**config.mk**
```make
export PLATFORM = sky130hd
export DESIGN_NAME = watchdog_interval_timer
export DESIGN_NICKNAME = d
export VERILOG_FILES = /design/src/core/wdt_pkg.sv /design/src/core/watchdog_interval_timer.sv /design/src/core/wdt_prescaler.sv
export SDC_FILE = /design/constraint.sdc
export NUM_CORES = 1
export LEC_CHECK = 0
export BUFFER_PORTS_ARGS = -buffer_cell sky130_fd_sc_hd__buf_4
export CAP_MARGIN = 40
export CORE_UTILIZATION = 55
export DETAILED_ROUTE_END_ITERATION = 10
export PLACE_DENSITY = 0.75
export SETUP_SLACK_MARGIN = 0.2
export SLEW_MARGIN = 0
export SYNTH_ARGS = -nofsm -noshare
export SYNTH_HDL_FRONTEND = slang
export SYNTH_HIERARCHICAL = 1
export SYNTH_SLANG_ARGS = --single-unit
```
**constraint.sdc**
```tcl
create_clock -name i_clk_sys -period 5.5 [get_ports i_clk_sys]
set_input_delay 0.55 -clock i_clk_sys [delete_from_list [all_inputs] [get_ports i_clk_sys]]
set_output_delay 0.55 -clock i_clk_sys [all_outputs]
set_load 0.02 [all_outputs]
```
**src/core/wdt_pkg.sv**
```systemverilog
// package: register map, passwords, field positions and timing counts of the watchdog timer
package wdt_pkg;
   // write and read addresses (low 16 bits of the bus address)
   localparam logic [15:0] ADDR_TIMER_WRITE = 16'hffbc;
   localparam logic [15:0] ADDR_TCS_READ = 16'hffbc;
   localparam logic [15:0] ADDR_COUNT_READ = 16'hffbd;
   localparam logic [15:0] ADDR_RESET_WRITE = 16'hffbe;
   localparam logic [15:0] ADDR_RCS_READ = 16'hffbf;
   // write passwords in the upper byte
   localparam logic [7:0] PASS_COUNT = 8'h5a;
   localparam logic [7:0] PASS_CONTROL = 8'ha5;
   localparam logic [7:0] CLEAR_DATA = 8'h00;
   // timer_control_status field positions
   localparam int TCS_OVF_BIT = 7;
   localparam int TCS_MODE_BIT = 6;
   localparam int TCS_ENABLE_BIT = 5;
   localparam int TCS_CKS_MSB = 2;
   // reset_control_status field positions
   localparam int RCS_WATCHDOG_OVERFLOW_FLAG_BIT = 7;
   localparam int RCS_INTERNAL_RESET_ENABLE_BIT = 6;
   localparam int RCS_RESET_TYPE_SELECT_BIT = 5;
   // reserved-bit read patterns and reset values
   localparam logic [7:0] TCS_RESERVED_ONES = 8'h18;
   localparam logic [7:0] RCS_RESERVED_ONES = 8'h1f;
   localparam logic [7:0] COUNT_RESET = 8'h00;
   localparam logic [2:0] CKS_RESET = 3'h0;
   // pulse lengths in states (one state is one system clock)
   localparam int OVF_STATES_INTERNAL_RESET_ENABLE = 132;
   localparam int OVF_STATES_NORSTE = 130;
   localparam int CHIP_RESET_STATES = 518;
   localparam int PULSE_CNT_W = 10;
   // divider
   localparam int PRESCALE_W = 17;
   // pulse sequencer states
   typedef enum logic [1:0] {
      PULSE_IDLE = 2'b00,
      PULSE_ACTIVE = 2'b01
   } pulse_state_t;
endpackage : wdt_pkg

```
**src/core/watchdog_interval_timer.sv**
```systemverilog
// watchdog and interval timer with password-protected register access
//
// Overview of operation
// - counter and control register take only word writes; byte writes are dropped
// - word write with upper byte 5a at the shared address loads the counter while counting is enabled
// - word write with upper byte a5 at the shared address loads the control register
// - reset control register is written only by a word write at its address
// - a5 with 00 clears watchdog overflow flag once a read of the set flag has armed it, reset bits kept
// - 5a copies data bits 6 and 5 into reset enable and type
// - reads: control at ffbc, counter at ffbd, reset control at ffbf
// - overflow output low 132 states with reset enable, else 130
// - with reset enable, internal reset of chosen type lasts 518 states
// - external reset wins over overflow reset and clears the watchdog flag
// - interval mode with counting raises the interrupt on every overflow
// - interval overflow sets its flag; interrupt follows the flag
// - watchdog overflow sets its flag and drops the output together
// - write and count tick together: written value kept, tick dropped
// - watchdog overflow without reset enable still resets counter and control
// - all timer writes ignored while overflow output is low
// - watchdog flag read while output low does not arm clearing
// - counter clears on reset or whenever counting is disabled
// - three-bit select picks one of eight clock divisions
`timescale 1ns/10ps
module watchdog_interval_timer (
   input wire logic i_clk_sys, // system clock, 20 MHz
   input wire logic i_reset, // external reset pin, asynchronous, active high
   input wire logic [15:0] i_addr, // bus address, low 16 bits
   input wire logic [15:0] i_wdata, // write data, upper byte at [15:8]
   input wire logic i_write, // write strobe, one cycle
   input wire logic i_read, // read strobe, one cycle
   input wire logic i_word, // high for a word access, low for byte
   output logic [7:0] o_rdata, // read data, valid cycle after i_read
   output logic o_interval_interrupt, // interval interrupt request, level
   output logic o_overflow_output_n, // overflow output, active low
   output logic o_chip_reset, // internal chip reset request, level
   output logic o_reset_type_manual // type of chip reset: 1 manual, 0 power-on
);
   ////////////////////////////////////////////////////////////////////////////
   // register state
   logic [7:0] watchdog_count;
   logic interval_overflow_flag;
   logic next_interval_flag;
   logic timer_mode_select;
   logic count_enable;
   logic [2:0] clock_divisor_select;
   logic watchdog_overflow_flag;
   logic internal_reset_enable;
   logic reset_type_select;

   // clear arming of both flags
   logic ovf_read_armed;
   logic watchdog_overflow_flag_read_armed;

   // count tick and overflow events
   logic count_tick;
   logic overflow;
   logic wd_overflow;
   logic it_overflow;

   // pulse sequencers
   logic [wdt_pkg::PULSE_CNT_W-1:0] out_count;
   logic [wdt_pkg::PULSE_CNT_W-1:0] rst_count;
   wdt_pkg::pulse_state_t out_state;
   wdt_pkg::pulse_state_t rst_state;

   // write decode
   logic write_ok;
   logic wr_count;
   logic wr_control;
   logic wr_clear_watchdog_overflow_flag;
   logic wr_reset_bits;

   // read-back values
   logic [7:0] tcs_value;
   logic [7:0] rcs_value;

   ////////////////////////////////////////////////////////////////////////////
   // write decode
   // word writes only
   assign write_ok = i_write && i_word && o_overflow_output_n;
   assign wr_count = write_ok && i_addr == wdt_pkg::ADDR_TIMER_WRITE
                     && i_wdata[15:8] == wdt_pkg::PASS_COUNT;
   // other upper bytes fall through unmatched
   assign wr_control = write_ok && i_addr == wdt_pkg::ADDR_TIMER_WRITE
                       && i_wdata[15:8] == wdt_pkg::PASS_CONTROL;
   // reset control written only at its address
   // a5 plus 00 clears the flag
   assign wr_clear_watchdog_overflow_flag = write_ok && i_addr == wdt_pkg::ADDR_RESET_WRITE
                          && i_wdata[15:8] == wdt_pkg::PASS_CONTROL
                          && i_wdata[7:0] == wdt_pkg::CLEAR_DATA;
   // 5a writes reset enable and type
   assign wr_reset_bits = write_ok && i_addr == wdt_pkg::ADDR_RESET_WRITE
                          && i_wdata[15:8] == wdt_pkg::PASS_COUNT;

   // overflow is taken when a tick meets the counter at ff with no counter write pending
   assign overflow = count_tick && count_enable && !wr_count && watchdog_count == 8'hff;
   assign wd_overflow = overflow && timer_mode_select;
   assign it_overflow = overflow && !timer_mode_select;

   assign tcs_value = {interval_overflow_flag, timer_mode_select, count_enable,
                       wdt_pkg::TCS_RESERVED_ONES[4:3], clock_divisor_select};
   assign rcs_value = {watchdog_overflow_flag, internal_reset_enable, reset_type_select,
                       wdt_pkg::RCS_RESERVED_ONES[4:0]};

   ////////////////////////////////////////////////////////////////////////////
   // count clock source
   // divisor select picks the rate
   wdt_prescaler u_prescaler (
      .i_clk_sys(i_clk_sys),
      .i_reset(i_reset),
      .i_run(count_enable),
      .i_select(clock_divisor_select),
      .o_tick(count_tick)
   );

   ////////////////////////////////////////////////////////////////////////////
   // counter
   always_ff @(posedge i_clk_sys or posedge i_reset) begin
      if (i_reset) begin
         watchdog_count <= wdt_pkg::COUNT_RESET;
      end else if (wd_overflow && !internal_reset_enable) begin
         // timer reset on overflow without chip reset
         watchdog_count <= wdt_pkg::COUNT_RESET;
      end else if (!count_enable) begin
         // held at zero while halted, a counter write included
         watchdog_count <= wdt_pkg::COUNT_RESET;
      end else if (wr_count) begin
         watchdog_count <= i_wdata[7:0];
      end else if (count_tick) begin
         watchdog_count <= watchdog_count + 8'h01;
      end
   end

   ////////////////////////////////////////////////////////////////////////////
   // timer control fields; software keeps counting stopped while changing mode or rate
   always_ff @(posedge i_clk_sys or posedge i_reset) begin
      if (i_reset) begin
         timer_mode_select <= 1'b0;
         count_enable <= 1'b0;
         clock_divisor_select <= wdt_pkg::CKS_RESET;
      end else if (wd_overflow && !internal_reset_enable) begin
         // control register back to reset value
         timer_mode_select <= 1'b0;
         count_enable <= 1'b0;
         clock_divisor_select <= wdt_pkg::CKS_RESET;
      end else if (wr_control) begin
         // no interlock; software stops counting first
         timer_mode_select <= i_wdata[wdt_pkg::TCS_MODE_BIT];
         count_enable <= i_wdata[wdt_pkg::TCS_ENABLE_BIT];
         clock_divisor_select <= i_wdata[wdt_pkg::TCS_CKS_MSB:0];
      end
   end

   ////////////////////////////////////////////////////////////////////////////
   // interval overflow flag: read-while-set arms, writing 0 clears, set wins
   always_comb begin
      if (it_overflow) begin
         next_interval_flag = 1'b1;
      end else if (wd_overflow && !internal_reset_enable) begin
         // cleared with the rest of the control register
         next_interval_flag = 1'b0;
      end else if (wr_control && ovf_read_armed && !i_wdata[wdt_pkg::TCS_OVF_BIT]) begin
         // writing 0 clears only after a read that saw the flag at 1
         next_interval_flag = 1'b0;
      end else begin
         next_interval_flag = interval_overflow_flag;
      end
   end

   // flag register; the interrupt output follows the same next value
   always_ff @(posedge i_clk_sys or posedge i_reset) begin
      if (i_reset) begin
         interval_overflow_flag <= 1'b0;
      end else begin
         interval_overflow_flag <= next_interval_flag;
      end
   end

   // a control write always disarms; only a read that sees the flag at 1 arms
   always_ff @(posedge i_clk_sys or posedge i_reset) begin
      if (i_reset) begin
         ovf_read_armed <= 1'b0;
      end else if (wr_control) begin
         ovf_read_armed <= 1'b0;
      end else if (i_read && i_addr == wdt_pkg::ADDR_TCS_READ && interval_overflow_flag) begin
         ovf_read_armed <= 1'b1;
      end
   end

   ////////////////////////////////////////////////////////////////////////////
   // reset control register: watchdog overflow flag, set wins over the clear
   always_ff @(posedge i_clk_sys or posedge i_reset) begin
      if (i_reset) begin
         // pin reset wins and clears the flag
         watchdog_overflow_flag <= 1'b0;
      end else if (wd_overflow) begin
         // flag set with the output edge
         watchdog_overflow_flag <= 1'b1;
      end else if (wr_clear_watchdog_overflow_flag && watchdog_overflow_flag_read_armed) begin
         // a5 with 00 clears once a read has armed it
         watchdog_overflow_flag <= 1'b0;
      end
   end

   // reset enable and type survive the internal reset; only the pin or a 5a write clears them
   always_ff @(posedge i_clk_sys or posedge i_reset) begin
      if (i_reset) begin
         internal_reset_enable <= 1'b0;
         reset_type_select <= 1'b0;
      end else if (wr_reset_bits) begin
         internal_reset_enable <= i_wdata[wdt_pkg::RCS_INTERNAL_RESET_ENABLE_BIT];
         reset_type_select <= i_wdata[wdt_pkg::RCS_RESET_TYPE_SELECT_BIT];
      end
   end

   // clearing is armed by reading the flag at 1; either control read address counts
   always_ff @(posedge i_clk_sys or posedge i_reset) begin
      if (i_reset) begin
         watchdog_overflow_flag_read_armed <= 1'b0;
      end else if (wr_clear_watchdog_overflow_flag) begin
         watchdog_overflow_flag_read_armed <= 1'b0;
      end else if (i_read && o_overflow_output_n && watchdog_overflow_flag
                   && (i_addr == wdt_pkg::ADDR_TCS_READ || i_addr == wdt_pkg::ADDR_RCS_READ)) begin
         // a read while the output is low is not recognized
         watchdog_overflow_flag_read_armed <= 1'b1;
      end
   end

   ////////////////////////////////////////////////////////////////////////////
   // overflow output pulse; length fixed at the overflow instant
   always_ff @(posedge i_clk_sys or posedge i_reset) begin
      if (i_reset) begin
         out_state <= wdt_pkg::PULSE_IDLE;
         out_count <= '0;
         o_overflow_output_n <= 1'b1;
      end else begin
         case (out_state)
            wdt_pkg::PULSE_IDLE: begin
               if (wd_overflow) begin
                  // 132 or 130 states by reset enable
                  out_state <= wdt_pkg::PULSE_ACTIVE;
                  o_overflow_output_n <= 1'b0;
                  out_count <= internal_reset_enable
                     ? wdt_pkg::PULSE_CNT_W'(wdt_pkg::OVF_STATES_INTERNAL_RESET_ENABLE - 1)
                     : wdt_pkg::PULSE_CNT_W'(wdt_pkg::OVF_STATES_NORSTE - 1);
               end
            end
            wdt_pkg::PULSE_ACTIVE: begin
               if (out_count == '0) begin
                  out_state <= wdt_pkg::PULSE_IDLE;
                  o_overflow_output_n <= 1'b1;
               end else begin
                  out_count <= out_count - 1'b1;
               end
            end
            default: begin
               out_state <= wdt_pkg::PULSE_IDLE;
               o_overflow_output_n <= 1'b1;
            end
         endcase
      end
   end

   ////////////////////////////////////////////////////////////////////////////
   // internal chip reset pulse; the timer registers survive it, of the two resets only the pin clears them
   always_ff @(posedge i_clk_sys or posedge i_reset) begin
      if (i_reset) begin
         rst_state <= wdt_pkg::PULSE_IDLE;
         rst_count <= '0;
         o_chip_reset <= 1'b0;
      end else begin
         case (rst_state)
            wdt_pkg::PULSE_IDLE: begin
               if (wd_overflow && internal_reset_enable) begin
                  rst_state <= wdt_pkg::PULSE_ACTIVE;
                  o_chip_reset <= 1'b1;
                  rst_count <= wdt_pkg::PULSE_CNT_W'(wdt_pkg::CHIP_RESET_STATES - 1);
               end
            end
            wdt_pkg::PULSE_ACTIVE: begin
               if (rst_count == '0) begin
                  rst_state <= wdt_pkg::PULSE_IDLE;
                  o_chip_reset <= 1'b0;
               end else begin
                  rst_count <= rst_count - 1'b1;
               end
            end
            default: begin
               rst_state <= wdt_pkg::PULSE_IDLE;
               o_chip_reset <= 1'b0;
            end
         endcase
      end
   end

   ////////////////////////////////////////////////////////////////////////////
   // reset type latched as the chip reset starts, held after it ends
   always_ff @(posedge i_clk_sys or posedge i_reset) begin
      if (i_reset) begin
         o_reset_type_manual <= 1'b0;
      end else if (rst_state == wdt_pkg::PULSE_IDLE && wd_overflow
                   && internal_reset_enable) begin
         // power-on or manual by the type bit
         o_reset_type_manual <= reset_type_select;
      end
   end

   ////////////////////////////////////////////////////////////////////////////
   // interrupt request follows the interval flag, dropping in the cycle it clears
   always_ff @(posedge i_clk_sys or posedge i_reset) begin
      if (i_reset) begin
         o_interval_interrupt <= 1'b0;
      end else begin
         o_interval_interrupt <= next_interval_flag;
      end
   end

   ////////////////////////////////////////////////////////////////////////////
   // read port; unmapped addresses read zero
   always_ff @(posedge i_clk_sys or posedge i_reset) begin
      if (i_reset) begin
         o_rdata <= 8'h00;
      end else if (i_read) begin
         case (i_addr)
            wdt_pkg::ADDR_TCS_READ: o_rdata <= tcs_value;
            wdt_pkg::ADDR_COUNT_READ: o_rdata <= watchdog_count;
            wdt_pkg::ADDR_RCS_READ: o_rdata <= rcs_value;
            default: o_rdata <= 8'h00;
         endcase
      end
   end
endmodule // watchdog_interval_timer

```
**src/core/wdt_prescaler.sv**
```systemverilog
// system clock prescaler producing the selected count-clock tick
`timescale 1ns/10ps
module wdt_prescaler (
   input wire logic i_clk_sys, // system clock
   input wire logic i_reset, // asynchronous reset, active high
   input wire logic i_run, // prescaler runs while high, else held at zero
   input wire logic [2:0] i_select, // divisor select
   output logic o_tick // one-cycle tick at the selected rate
);
   logic [wdt_pkg::PRESCALE_W-1:0] div_count;
   logic [wdt_pkg::PRESCALE_W-1:0] prev_count;

   // map the divisor select to the counter bit whose falling edge ticks
   function automatic int tap_of(input logic [2:0] sel);
      case (sel)
         3'h0: tap_of = 0; // clk/2
         3'h1: tap_of = 5; // clk/64
         3'h2: tap_of = 6; // clk/128
         3'h3: tap_of = 8; // clk/512
         3'h4: tap_of = 10; // clk/2048
         3'h5: tap_of = 12; // clk/8192
         3'h6: tap_of = 14; // clk/32768
         default: tap_of = 16; // clk/131072
      endcase
   endfunction

   // free counter, cleared while halted so the first period is whole
   always_ff @(posedge i_clk_sys or posedge i_reset) begin
      if (i_reset) begin
         div_count <= '0;
         prev_count <= '0;
      end else if (!i_run) begin
         div_count <= '0;
         prev_count <= '0;
      end else begin
         div_count <= div_count + 1'b1;
         prev_count <= div_count;
      end
   end

   // tick on the falling edge of the tapped bit
   always_ff @(posedge i_clk_sys or posedge i_reset) begin
      if (i_reset) begin
         o_tick <= 1'b0;
      end else begin
         o_tick <= i_run && prev_count[tap_of(i_select)] && !div_count[tap_of(i_select)];
      end
   end
endmodule // wdt_prescaler

```
## Yosys cells after proc, flatten, opt, wreduce, memory -nomap -nowiden

Index checks and enable logic that the tools add are counted.

| storage, ports and cells | value |
|---|---|
| register bits | 89 |
| input bits | 37 |
| logic and storage cells | 147 |

| cells by class | value |
|---|---|
| order comparisons | 1 |
| equal/unequal tests | 22 |
| reduce and logical (&&, ||, !) cells | 51 |
| muxes and demuxes | 48 |
| $add $sub $neg | 4 |

Operator list:

| operator | number |
|---|---|
| equality test 16 bit, second input constant | 4 |
| two-way mux 10 bit | 4 |
| one-hot mux 10 bit (2 select lines) | 2 |
| one-hot mux 5 bit (7 select lines) | 1 |
| two-way mux 17 bit | 2 |
| two-way mux 8 bit | 4 |
| logical AND 1 bit | 28 |
| one-hot mux 8 bit (3 select lines) | 1 |
| two-way mux 1 bit | 21 |
| zero test 10 bit | 2 |
| subtractor 10 x 1 -> 10 bit, second input constant | 2 |
| adder 17 x 1 -> 17 bit, second input constant | 1 |
| equality test 8 bit, second input constant | 2 |
| inequality test 2 bit, second input constant | 6 |
| nonzero test 2 bit | 6 |
| binary-select mux 1 bit (select 5 bit) | 2 |
| two-way mux 2 bit | 5 |
| equality test 3 bit, second input constant | 3 |
| adder 8 x 1 -> 8 bit, second input constant | 1 |
| equality test 8 x 7 -> 1 bit, second input constant | 1 |
| zero test 8 bit | 1 |
| one-hot mux 2 bit (2 select lines) | 2 |
| equality test 3 x 2 -> 1 bit, second input constant | 2 |
| < comparator 5 x 6 -> 1 bit, second input constant | 1 |
| 12 further kinds | 22 |

## Logic depth before layout (Yosys ltp)

Gate-level depths: netlist of the first run.

| depth | value |
|---|---|
| word-level depth | 11 |
| gate-level depth with buffers | 8 |
| depth with buffers taken out | 8 |

## By module

Netlist of the first run, hierarchy kept.

Modules (own cells, without submodules):

| module | cells each | area an instance (µm²) | times used |
|---|---|---|---|
| watchdog_interval_timer | 303 | 2876.5 | 1 |
| wdt_prescaler | 123 | 1267.5 | 1 |

## Worst setup path before layout of the first run

No wires, ideal clock.

| path | value |
|---|---|
| kind | input -> register |
| start point | input i_addr[6] |
| end point | register clock_divisor_select[2] |
| slack | 3270 ps |
| data arrival time | 2083 ps |
| required time | 5353 ps |
| path buffers | 1 |
| cell stages on the path | 6 |
| cells stage by stage | nand2b_4 > or4_4 > buf_6 > nor4_4 > mux2i_1 > nor2_1 |

| between the ends | value |
|---|---|
| cells in the longest elaborated chain, start to end | 9 |

Ends and longest elaborated chain:

| element | line | text |
|---|---|---|
| from (decl) | watchdog_interval_timer.sv:27 | `input wire logic [15:0] i_addr,` |
| equality test 16 bit * | watchdog_interval_timer.sv:81, watchdog_interval_timer.sv:84 |  |
| logical AND 1 bit * | watchdog_interval_timer.sv:81, watchdog_interval_timer.sv:84 |  |
| logical AND 1 bit | watchdog_interval_timer.sv:82 | `&& i_wdata[15:8] == wdt_pkg::PASS_COUNT;` |
| zero test 1 bit | watchdog_interval_timer.sv:96 | `assign overflow = count_tick && count_enable && !wr_count && watchdog_count == 8'hff;` |
| logical AND 1 bit (2 in a row) | watchdog_interval_timer.sv:96 |  |
| logical AND 1 bit | watchdog_interval_timer.sv:97 | `assign wd_overflow = overflow && timer_mode_select;` |
| logical AND 1 bit | watchdog_interval_timer.sv:141 | `end else if (wd_overflow && !internal_reset_enable) begin` |
| two-way mux 3 bit or nonzero test 2 bit (tied branches) | n/a |  |
| to (signal assigned) | watchdog_interval_timer.sv:140 | `clock_divisor_select <= wdt_pkg::CKS_RESET;` |
| to (signal assigned) | watchdog_interval_timer.sv:145 | `clock_divisor_select <= wdt_pkg::CKS_RESET;` |
| to (signal assigned) | watchdog_interval_timer.sv:150 | `clock_divisor_select <= i_wdata[wdt_pkg::TCS_CKS_MSB:0];` |
| to (decl) | watchdog_interval_timer.sv:45 | `logic [2:0] clock_divisor_select;` |

Mark *: on every way between the ends. The rest lies on a longest branch, timed or not.
A chain may end at the register's enable or synchronous reset.

## Worst setup path in the final report of the first run

| path | value |
|---|---|
| start point | register rst_count[0] (netlist bit) |
| end point | register rst_count[2] (netlist bit) |

| between the ends | value |
|---|---|
| cells in the longest elaborated chain, start to end | 3 |

Ends and longest elaborated chain:

| element | line | text |
|---|---|---|
| from (decl) | watchdog_interval_timer.sv:62 | `logic [wdt_pkg::PULSE_CNT_W-1:0] rst_count;` |
| from (signal assigned) | watchdog_interval_timer.sv:277 | `rst_count <= wdt_pkg::PULSE_CNT_W'(wdt_pkg::CHIP_RESET_STATES - 1);` |
| from (signal assigned) | watchdog_interval_timer.sv:285 | `rst_count <= rst_count - 1'b1;` |
| subtractor 10 x 1 -> 10 bit or zero test 10 bit (tied branches) | watchdog_interval_timer.sv:285, watchdog_interval_timer.sv:281 |  |
| two-way mux 10 bit or inequality test 2 bit (tied branches) | n/a |  |
| one-hot mux 10 bit (2 select lines) or AND reduction 3 bit (tied branches) | n/a |  |

Parallel ways exist; a longest one is shown, timed or not. The select of a mux whose other input is x is not followed.

==> run summary, run 1 <==
The routed design could run at a clock period as short as 2.33 ns. The maximum number of pins on one net before global-route repair is 38. The number of antenna violations at the first check in global routing is 0. The cell sitting at the root of the clock tree is a sky130_fd_sc_hd__clkbuf_8. The total power is 994 uW. The worst-case headroom to the max-slew limit came out at 0.448. The depth of the most critical reg-to-reg path is 8. The number of pins exceeding their max-slew limit in the final report came to 0. The vertical die dimension is 88.8 um. Setup violations remaining at the end of the flow were counted as 0. The clock sink count is 77. The core footprint is 0.00725 sq mm. The repair_antennas step left the layout with diodes totalling 0.

The first-pass GRT wire length is 13900 um. Routability-driven placement finished with a final weighted congestion of 0.794. Counting along the longest clock path gives a buffer depth of 2. The startpoint of the most critical register-to-register path is rst_count[0].

The total of max-cap violations is 0. The worst setup path is launched from a flop. The effective utilization at floorplan is 0.571. The number of buffers inserted for hold repair after clock tree synthesis is 0. The number of enable-type register cells in the synthesized netlist came out at 0. Timing would allow up to 429 MHz. The count of buffers added by post-CTS timing repair for setup came out at 0. The most instantiated flip-flop cell in the synthesis netlist is sky130_fd_sc_hd__dfrtp_1. The total wire length came out at 8590 um. The final period utilization came out at 0.424. The layout cell share with drive strength beyond 1 came out at 0.186.

The met3 wirelength from detailed routing came out at 514 um. The worst path setup slack after routing came out at 3.17 ns. The post-placement worst setup slack came out at 2.84 ns. The row count is 31. The adder-cell share of the synthesized area came out at 0.0121. The placed wire-length estimate after detailed placement came out at 6110 um. The count of TritonRoute iterations in the first routing pass is 5. The maximum fanout encountered on the critical timing path is 8. In the routed layout, each cell is associated on average with a via count of 5.94. Once placement completed, the tool counted placed cells totaling 561. Of the total synthesized cell area, the portion taken by XOR and XNOR cells is 0.0402. 49 I/O pins were placed. The average instance in the mapped netlist occupies 9.73 sq um. The fraction of the mapped netlist area in simple logic gates is 0.265. The final layout net count is 514. The areal power density over the cells came out at 208 mW/mm^2.

The compound-cell area share of the yosys netlist came out at 0.152. The global route total overflow came out at 0. The average wire per standard cell came out at 14.9 um. The worst register-to-register path ends at rst_count[2]. Synthesis instantiated 71 different standard cells from the library. By startpoint and endpoint, the worst setup path is classified as flop to flop. The total met2 wirelength after detailed routing is 4110 um. After clock tree synthesis, the clock-pin slew on the worst setup and hold paths is 0.08 ns. The layout-stage area growth over the synthesis result is 15.2%. The flip-flop and latch count after synthesis came out at 77. Buffers placed on the I/O ports in this run total 48. For this run, the register share of the synthesized area comes to 0.465.

The die is 88.8 um wide. The detailed router put a total of 3890 um of wire on met1. After clock tree synthesis, the repair step resized 0 gates. The tightest min-delay check is of the input pin to async pin type. At the pin with the least slew margin, the transition time is 0.822 ns.

The maximum clock skew at final layout is 0.00771 ns. The leakage power total is 2.29 nW. The DRC violation count after routing is 0.

The cell area that synthesis handed to floorplanning was 0.00414 sq mm. The flow ran to the end, and the final reports show no timing, DRC or antenna violations. STA classifies the critical path endpoint as a flop. The first-iteration detailed-routing DRC count is 223.

The summed negative setup slack over all endpoints is 0 ns. The CTS H-tree depth is 3. The number of clock buffers inserted by TritonCTS came out at 9.

Signal routing reaches up to met4. The full die area came out at 0.00789 sq mm. The number of failing hold endpoints at the final stage was 0. The combinational family with the most area after synthesis is simple AND/OR/NAND/NOR gates.

The final instance count without filler cells came out at 577. The critical path data required time came out at 5.74 ns. Data on the critical path arrives at its endpoint at 2.58 ns.

The critical path starts at rst_count[0]. Setup repair after global routing left no endpoint under its margin. The clock latency reported for the late side of the worst-skew pair is 0.35 ns.

The remaining number of nets flagged by the antenna check after routing is 0. During synthesis, Yosys emitted a total of 6 warnings. The highest ir drop seen on vdd came out at 0.124 mV.

The multiplexer share of the synthesized area is 0.0299. The number of global-route vias before repair is 3063. The fraction of synthesis flops using an asynchronous set or reset pin came out at 1.00. The synthesized netlist net count came out at 467. TritonCTS built the clock tree. The end of the critical path is rst_count[2]. For flop-to-flop paths, the worst setup slack is 3.17 ns. The via count is 3430. In the global route stage, overall resource usage came out at 0.229. In the synthesized netlist, the number of instances is 426.
[worst min path at each step]
stage	from	to	slack (ns)
after CTS	i_reset	o_chip_reset	0.18
after global routing	i_reset	o_chip_reset	0.20
after detailed placement	u_prescaler/div_count[16]	u_prescaler/prev_count[16]	0.50
final	i_reset	o_chip_reset	0.19
after global placement	u_prescaler/div_count[16]	u_prescaler/prev_count[16]	0.48
after floorplan	u_prescaler/div_count[16]	u_prescaler/prev_count[16]	0.46
[per-layer routing]
layer  track usage  vias up
met5             0        -
met4        0.0865        0
met3        0.0448       11
met2         0.375      106
met1         0.304     1662
li1              -     1651
[final cells by class]
type | count | area, sq um
Inverter | 23 | 86.3
Clock inverter | 5 | 36.3
Clock buffer | 11 | 131
Multi-Input combinational cell | 311 | 2070
Fill cell | 580 | 2480
Sequential cell | 77 | 1930
Timing Repair Buffer | 51 | 403
Tap cell | 99 | 124
[cell families (layout without fill, tap and decap cells)]
kind of cell / count (synthesis) / count (layout)
AO/OA/AOI/OAI: 91 / 91
XOR/XNOR: 19 / 19
adder cells (fa/ha/maj): 4 / 4
buffers and inverters: 38 / 90
flip-flops: 77 / 77
multiplexers: 12 / 12
AND/OR/NAND/NOR: 185 / 185
[metrics by stage]
| stage | utilization | cell area, sq um | hold WS [ns] |
|---|---|---|---|
| 6_report | 0.658 | 4770 | 0.190 |
| 5_1_grt | 0.658 | 4770 | 0.203 |
| 4_1_cts | 0.658 | 4770 | 0.184 |
| 3_5_place_dp | 0.635 | 4610 | 0.496 |
| 3_3_place_gp | 0.630 | 4570 | 0.483 |
| 2_1_floorplan | - | 4140 | 0.465 |
[power breakdown]
group / switching, mW / total [mW] / internal [mW]
logic: 0.0265 / 0.0496 / 0.0231
registers: 0.00000364 / 0.566 / 0.566
clock network: 0.214 / 0.379 / 0.165
[flip-flops by register name (all words and copies together) (netlist names), 3 cells and up]
register,flops
clock_divisor_select,3
rst_count,10
o_rdata,8
out_count,10
u_prescaler/prev_count,8
watchdog_count,8
u_prescaler/div_count,17
[cells in the mapped netlist, types with 6 or more instances]
cell | instances | area, sq um
sky130_fd_sc_hd__nor2_1 | 23 | 86.3
sky130_fd_sc_hd__o21ai_1 | 6 | 30.0
sky130_fd_sc_hd__nor3_1 | 14 | 70.1
sky130_fd_sc_hd__mux2i_1 | 9 | 90.1
sky130_fd_sc_hd__clkbuf_1 | 14 | 52.6
sky130_fd_sc_hd__or3_1 | 6 | 37.5
sky130_fd_sc_hd__inv_1 | 22 | 82.6
sky130_fd_sc_hd__dfrtp_1 | 76 | 1900
sky130_fd_sc_hd__o21ai_0 | 28 | 140
sky130_fd_sc_hd__nand4_1 | 11 | 68.8
sky130_fd_sc_hd__nand3_1 | 23 | 115
sky130_fd_sc_hd__nand2_1 | 35 | 131
sky130_fd_sc_hd__xor2_1 | 7 | 61.3
sky130_fd_sc_hd__a21oi_1 | 9 | 45.0
sky130_fd_sc_hd__o211ai_1 | 7 | 52.6
sky130_fd_sc_hd__and2_1 | 21 | 131
sky130_fd_sc_hd__xnor2_1 | 12 | 105
[worst max-delay path, cell delays in order (launching register included)]
cell and delay (ns):
sky130_fd_sc_hd__dfrtp_1 0.40, sky130_fd_sc_hd__inv_1 0.10, sky130_fd_sc_hd__ha_1 0.20, sky130_fd_sc_hd__or3b_2 0.50
sky130_fd_sc_hd__nand4bb_1 0.23, sky130_fd_sc_hd__nand2_1 0.24, sky130_fd_sc_hd__o21a_2 0.28, sky130_fd_sc_hd__inv_2 0.08
sky130_fd_sc_hd__o211a_1 0.21
[placed cells by master (no fill, tap or decap), types with 4 or more instances in the layout]
| cell type | instances |
|---|---|
| sky130_fd_sc_hd__buf_4 | 49 |
| sky130_fd_sc_hd__nand2_1 | 35 |
| sky130_fd_sc_hd__and3_1 | 5 |
| sky130_fd_sc_hd__and4_1 | 4 |
| sky130_fd_sc_hd__nor2_1 | 23 |
| sky130_fd_sc_hd__nand2b_1 | 4 |
| sky130_fd_sc_hd__and2_1 | 21 |
| sky130_fd_sc_hd__nor2b_1 | 4 |
| sky130_fd_sc_hd__o211ai_1 | 7 |
| sky130_fd_sc_hd__nor3_1 | 14 |
| sky130_fd_sc_hd__clkbuf_8 | 9 |
| sky130_fd_sc_hd__a211oi_1 | 4 |
| sky130_fd_sc_hd__a21oi_1 | 9 |
| sky130_fd_sc_hd__a21o_1 | 5 |
| sky130_fd_sc_hd__mux2i_1 | 9 |
| sky130_fd_sc_hd__o21ai_0 | 28 |
| sky130_fd_sc_hd__nand4_1 | 11 |
| sky130_fd_sc_hd__ha_1 | 4 |
| sky130_fd_sc_hd__o211a_1 | 5 |
| sky130_fd_sc_hd__inv_1 | 21 |
| sky130_fd_sc_hd__o21ai_1 | 6 |
| sky130_fd_sc_hd__dfrtp_1 | 76 |
| sky130_fd_sc_hd__or3_1 | 6 |
| sky130_fd_sc_hd__nand3_1 | 23 |
| sky130_fd_sc_hd__xnor2_1 | 12 |
| sky130_fd_sc_hd__xor2_1 | 7 |
| sky130_fd_sc_hd__a31oi_1 | 5 |
(Power assumes the default switching activity.)
==> inputs of run 2 (changes only) <==
ABC_AREA = 1   (was not set)
CORE_UTILIZATION = 53   (was 55)
clock period = 1.95 ns   (was 5.5 ns; I/O delays follow)
==> run summary, run 2 <==
After detailed routing, the average wire length per cell comes to 13.9 um. The CTS H-tree depth is 3. The boundary pin count is 49. Across the routed clock network, the largest skew measured is 0.00810 ns.

The first-pass GRT wire length came out at 18200 um. The flip-flop and latch count after synthesis came out at 80. The depth of the most critical reg-to-reg path is 9. The areal power density over the cells came out at 587 mW/mm^2.

The sequential group share of total power is 0.509. In this run the remaining antenna-violating nets after routing total 0. The beginning of the worst hold path is i_read. The number of global-route vias before repair came out at 4104. The final weighted congestion in routability-driven placement came out at 0.888.

The number of antenna violations at the first check in global routing was 0. After clock tree synthesis, the clock-pin slew on the worst setup and hold paths is 0.08 ns. The die outline width is 95.3 um. Of the total power, combinational logic draws 0.042. After global routing the overflow that remains totals 0.

The detailed router finished its first iteration with 227 violations. The worst register-to-register path has a setup slack of 0.24 ns. Of the total synthesized cell area, the portion taken by full adders, half adders and majority gates is 0.0109. The via count is 4250.

TritonCTS built the clock tree. Max-cap violations in this run came to 0. The vertical die dimension came out at 95.3 um. The final period utilization came out at 0.877.

The worst-margin pin slew came out at 0.569 ns. The count of TritonRoute iterations in the first routing pass is 5. CTS placed an instance of sky130_fd_sc_hd__clkbuf_8 at the clock tree root. The cell area that synthesis handed to floorplanning was 0.00461 sq mm. The number of flip-flops in the largest register is 17. The Yosys step of the flow raised 6 warnings. For the finished layout, the period the worst path requires is 1.71 ns. The clock sink count is 80. Dividing the synthesized area by the synthesized cell count gives 7.49 sq um. The compound-cell area share of the yosys netlist is 0.0727.

The core footprint came out at 0.00830 sq mm. The buffer levels on the longest clock path is 2. The total wire length came out at 11000 um. u_prescaler/div_count holds more flip-flops than any other register. The power dissipated by switching net loads is 692 uW. Ranked by total cell area, the synthesized netlist is headed by sky130_fd_sc_hd__dfrtp_1 43%, sky130_fd_sc_hd__nand2_1 14%, sky130_fd_sc_hd__inv_1 7.2%. STA classifies the critical path startpoint as a flop. In the global route stage, overall resource usage came out at 0.260. The critical register-to-register path endpoint is rst_count[0].

By area, the combinational part of the netlist is dominated by simple AND/OR/NAND/NOR gates. The critical path data required time came out at 2.24 ns. In this run the worst hold path is classified as input pin to flop. The critical path in this run is classified as flop to flop.

The share of total power consumed by net switching is 0.213. The floorplan has 33 rows. In the layout the commonest cells are 166 x sky130_fd_sc_hd__nand2_1, 86 x sky130_fd_sc_hd__inv_1, 78 x sky130_fd_sc_hd__dfrtp_1. The launching instance or port of the critical path is rst_count[0]. The number of clock buffers inserted by TritonCTS is 9. The number of fillers in the final layout is 685. The area share of xor/xnor cells in the synthesized design is 0.0380. The number of different library cells used by synthesis comes to 38.

The maximum number of pins on one net before global-route repair is 37. The commonest non-fill, non-tap cell in the layout is sky130_fd_sc_hd__nand2_1. The DRC violation count after routing is 0. The share of synthesized area in the top cell type comes to 0.429. The final setup violation count came out at 0. The maximum fanout encountered on the critical timing path is 8. Synthesis handed over a netlist of 616 instances.

The capturing element type of the critical path is a flop. The most common cell in the synthesized netlist is sky130_fd_sc_hd__nand2_1. The most instantiated flip-flop cell in the synthesis netlist is sky130_fd_sc_hd__dfrtp_1.

Of all cell types, the one taking the most synthesized area is sky130_fd_sc_hd__dfrtp_1. Measured against its own limit, the worst slew margin works out to 0.620. In this run the critical register-to-register path is launched from rst_count[0]. The internal power came out at 2.56 mW. The maximum clock frequency is 584 MHz. The critical path data arrival time came out at 2.00 ns. The number of stages on the worst hold path came out at 3. The synthesized netlist net count came out at 657. The antenna diode count is 0. In this run the static leakage power is 2.82 nW. For this run, the post-layout net count is 728. The completed layout was analyzed and its total power is 3.26 mW. The via density per instance is 5.34. The fraction of synthesis flops using an asynchronous set or reset pin came out at 1.00. The worst hold path terminates at o_rdata[3].

Measured against the total synthesized area, the mux share comes to 0. The fraction of the yosys area taken by sequential cells is 0.434. Setup repair after global routing could not meet its margin everywhere. The fraction of power consumed by the clock network is 0.449. The layout-stage area growth over the synthesis result is 20.2%. The number of pins exceeding their max-slew limit in the final report is 0. Yosys mapped a number of flops with a built-in enable equal to 0. The effective utilization at floorplan came out at 0.556. Of the total synthesized cell area, the portion taken by AND, OR, NAND and NOR gates is 0.352. The clock latency reported for the late side of the worst-skew pair came out at 0.36 ns.

The total of buffers placed on input and output ports came out at 48. The highest ir drop seen on vdd came out at 0.357 mV. The number of failing hold endpoints at the final stage came to 0. The placed wire-length estimate after detailed placement came out at 7770 um. By count the netlist is led by 168 x sky130_fd_sc_hd__nand2_1, 89 x sky130_fd_sc_hd__inv_1, 79 x sky130_fd_sc_hd__dfrtp_1. The run finished with clean final reports. The full die area is 0.00908 sq mm. The summed negative setup slack over all endpoints is 0 ns.

The layout cell share with drive strength beyond 1 is 0.191. Hold timing on the final database bottoms out at a slack of 0.122 ns. The largest registers in the layout are u_prescaler/div_count (17), u_prescaler/prev_count (11).
[run 2: how the worst max path moves through the flow]
| stage | end | slack, ns | depth (start not counted) |
|---|---|---|---|
| finish | rst_count[0] | 0.24 | 9 |
| global route | rst_count[1] | 0.08 | 9 |
| CTS | rst_count[0] | 0.19 | 9 |
| detailed placement | out_count[5] | 0.11 | 10 |
| global placement | out_count[5] | 0.16 | 10 |
| floorplan | rst_count[7] | 0.30 | 10 |
[run 2: cell type report]
cell class,instances,area (sq um),share of cell area
Clock buffer,10,128,0.0230
Clock inverter,5,106,0.0192
Inverter,94,357,0.0643
Multi-Input combinational cell,434,2280,0.412
Sequential cell,80,2000,0.362
Tap cell,105,131,0.0237
Timing Repair Buffer,68,533,0.0961
[run 2: worst max-delay path: stages (launching register included)]
cell and delay [ns]:
sky130_fd_sc_hd__dfrtp_1 0.41, sky130_fd_sc_hd__inv_1 0.09, sky130_fd_sc_hd__ha_2 0.21, sky130_fd_sc_hd__nand3_1 0.14
sky130_fd_sc_hd__nor3_2 0.19, sky130_fd_sc_hd__nand3_1 0.15, sky130_fd_sc_hd__nand2_4 0.15, sky130_fd_sc_hd__buf_4 0.15
sky130_fd_sc_hd__nand3_1 0.09, sky130_fd_sc_hd__nand2_1 0.08
[run 2: cell families (layout without fill, tap and decap cells)]
logic type      after synthesis  count (layout)
compound gates               63              63
xor+xnor                     20              20
fa+ha+maj                     4               4
buf+inv                     106             177
flops                        80              80
simple gates                343             347
[run 2: power groups by stage]
stage	sequential, mW	combinational, mW	clock [mW]
6_report	1.66	0.138	1.46
5_1_grt	1.66	0.155	1.55
4_1_cts	1.66	0.138	1.49
3_5_place_dp	1.69	0.136	0
3_3_place_gp	1.69	0.132	0
2_1_floorplan	1.69	0.0523	0
[run 2: metal layers]
metal	part of all wire	GRT usage	up-vias
li1	-	-	2115
met1	0.43	0.319	2011
met2	0.50	0.438	99
met3	0.039	0.0447	25
met4	0.027	0.134	0
met5	0	0	-
[run 2: per-stage QoR]
| step | util | area [sq um] | instances | worst slack [ns] |
|---|---|---|---|---|
| after global placement | 0.617 | 5120 | 767 | 0.158 |
| after detailed placement | 0.617 | 5120 | 767 | 0.113 |
| after global routing | 0.668 | 5540 | 796 | 0.0763 |
| after floorplan | - | 4610 | 616 | 0.303 |
| final | 0.668 | 5540 | 796 | 0.239 |
| after CTS | 0.650 | 5390 | 786 | 0.192 |
[run 2: what timing repair did]
item                       CTS  global route
hold buffers                 1             0
hold endpoints to repair    26             0
cloned                       0             4
setup buffers                3             6
resized for setup            2            22
setup endpoints to repair   17            40
pin swaps                    3            11
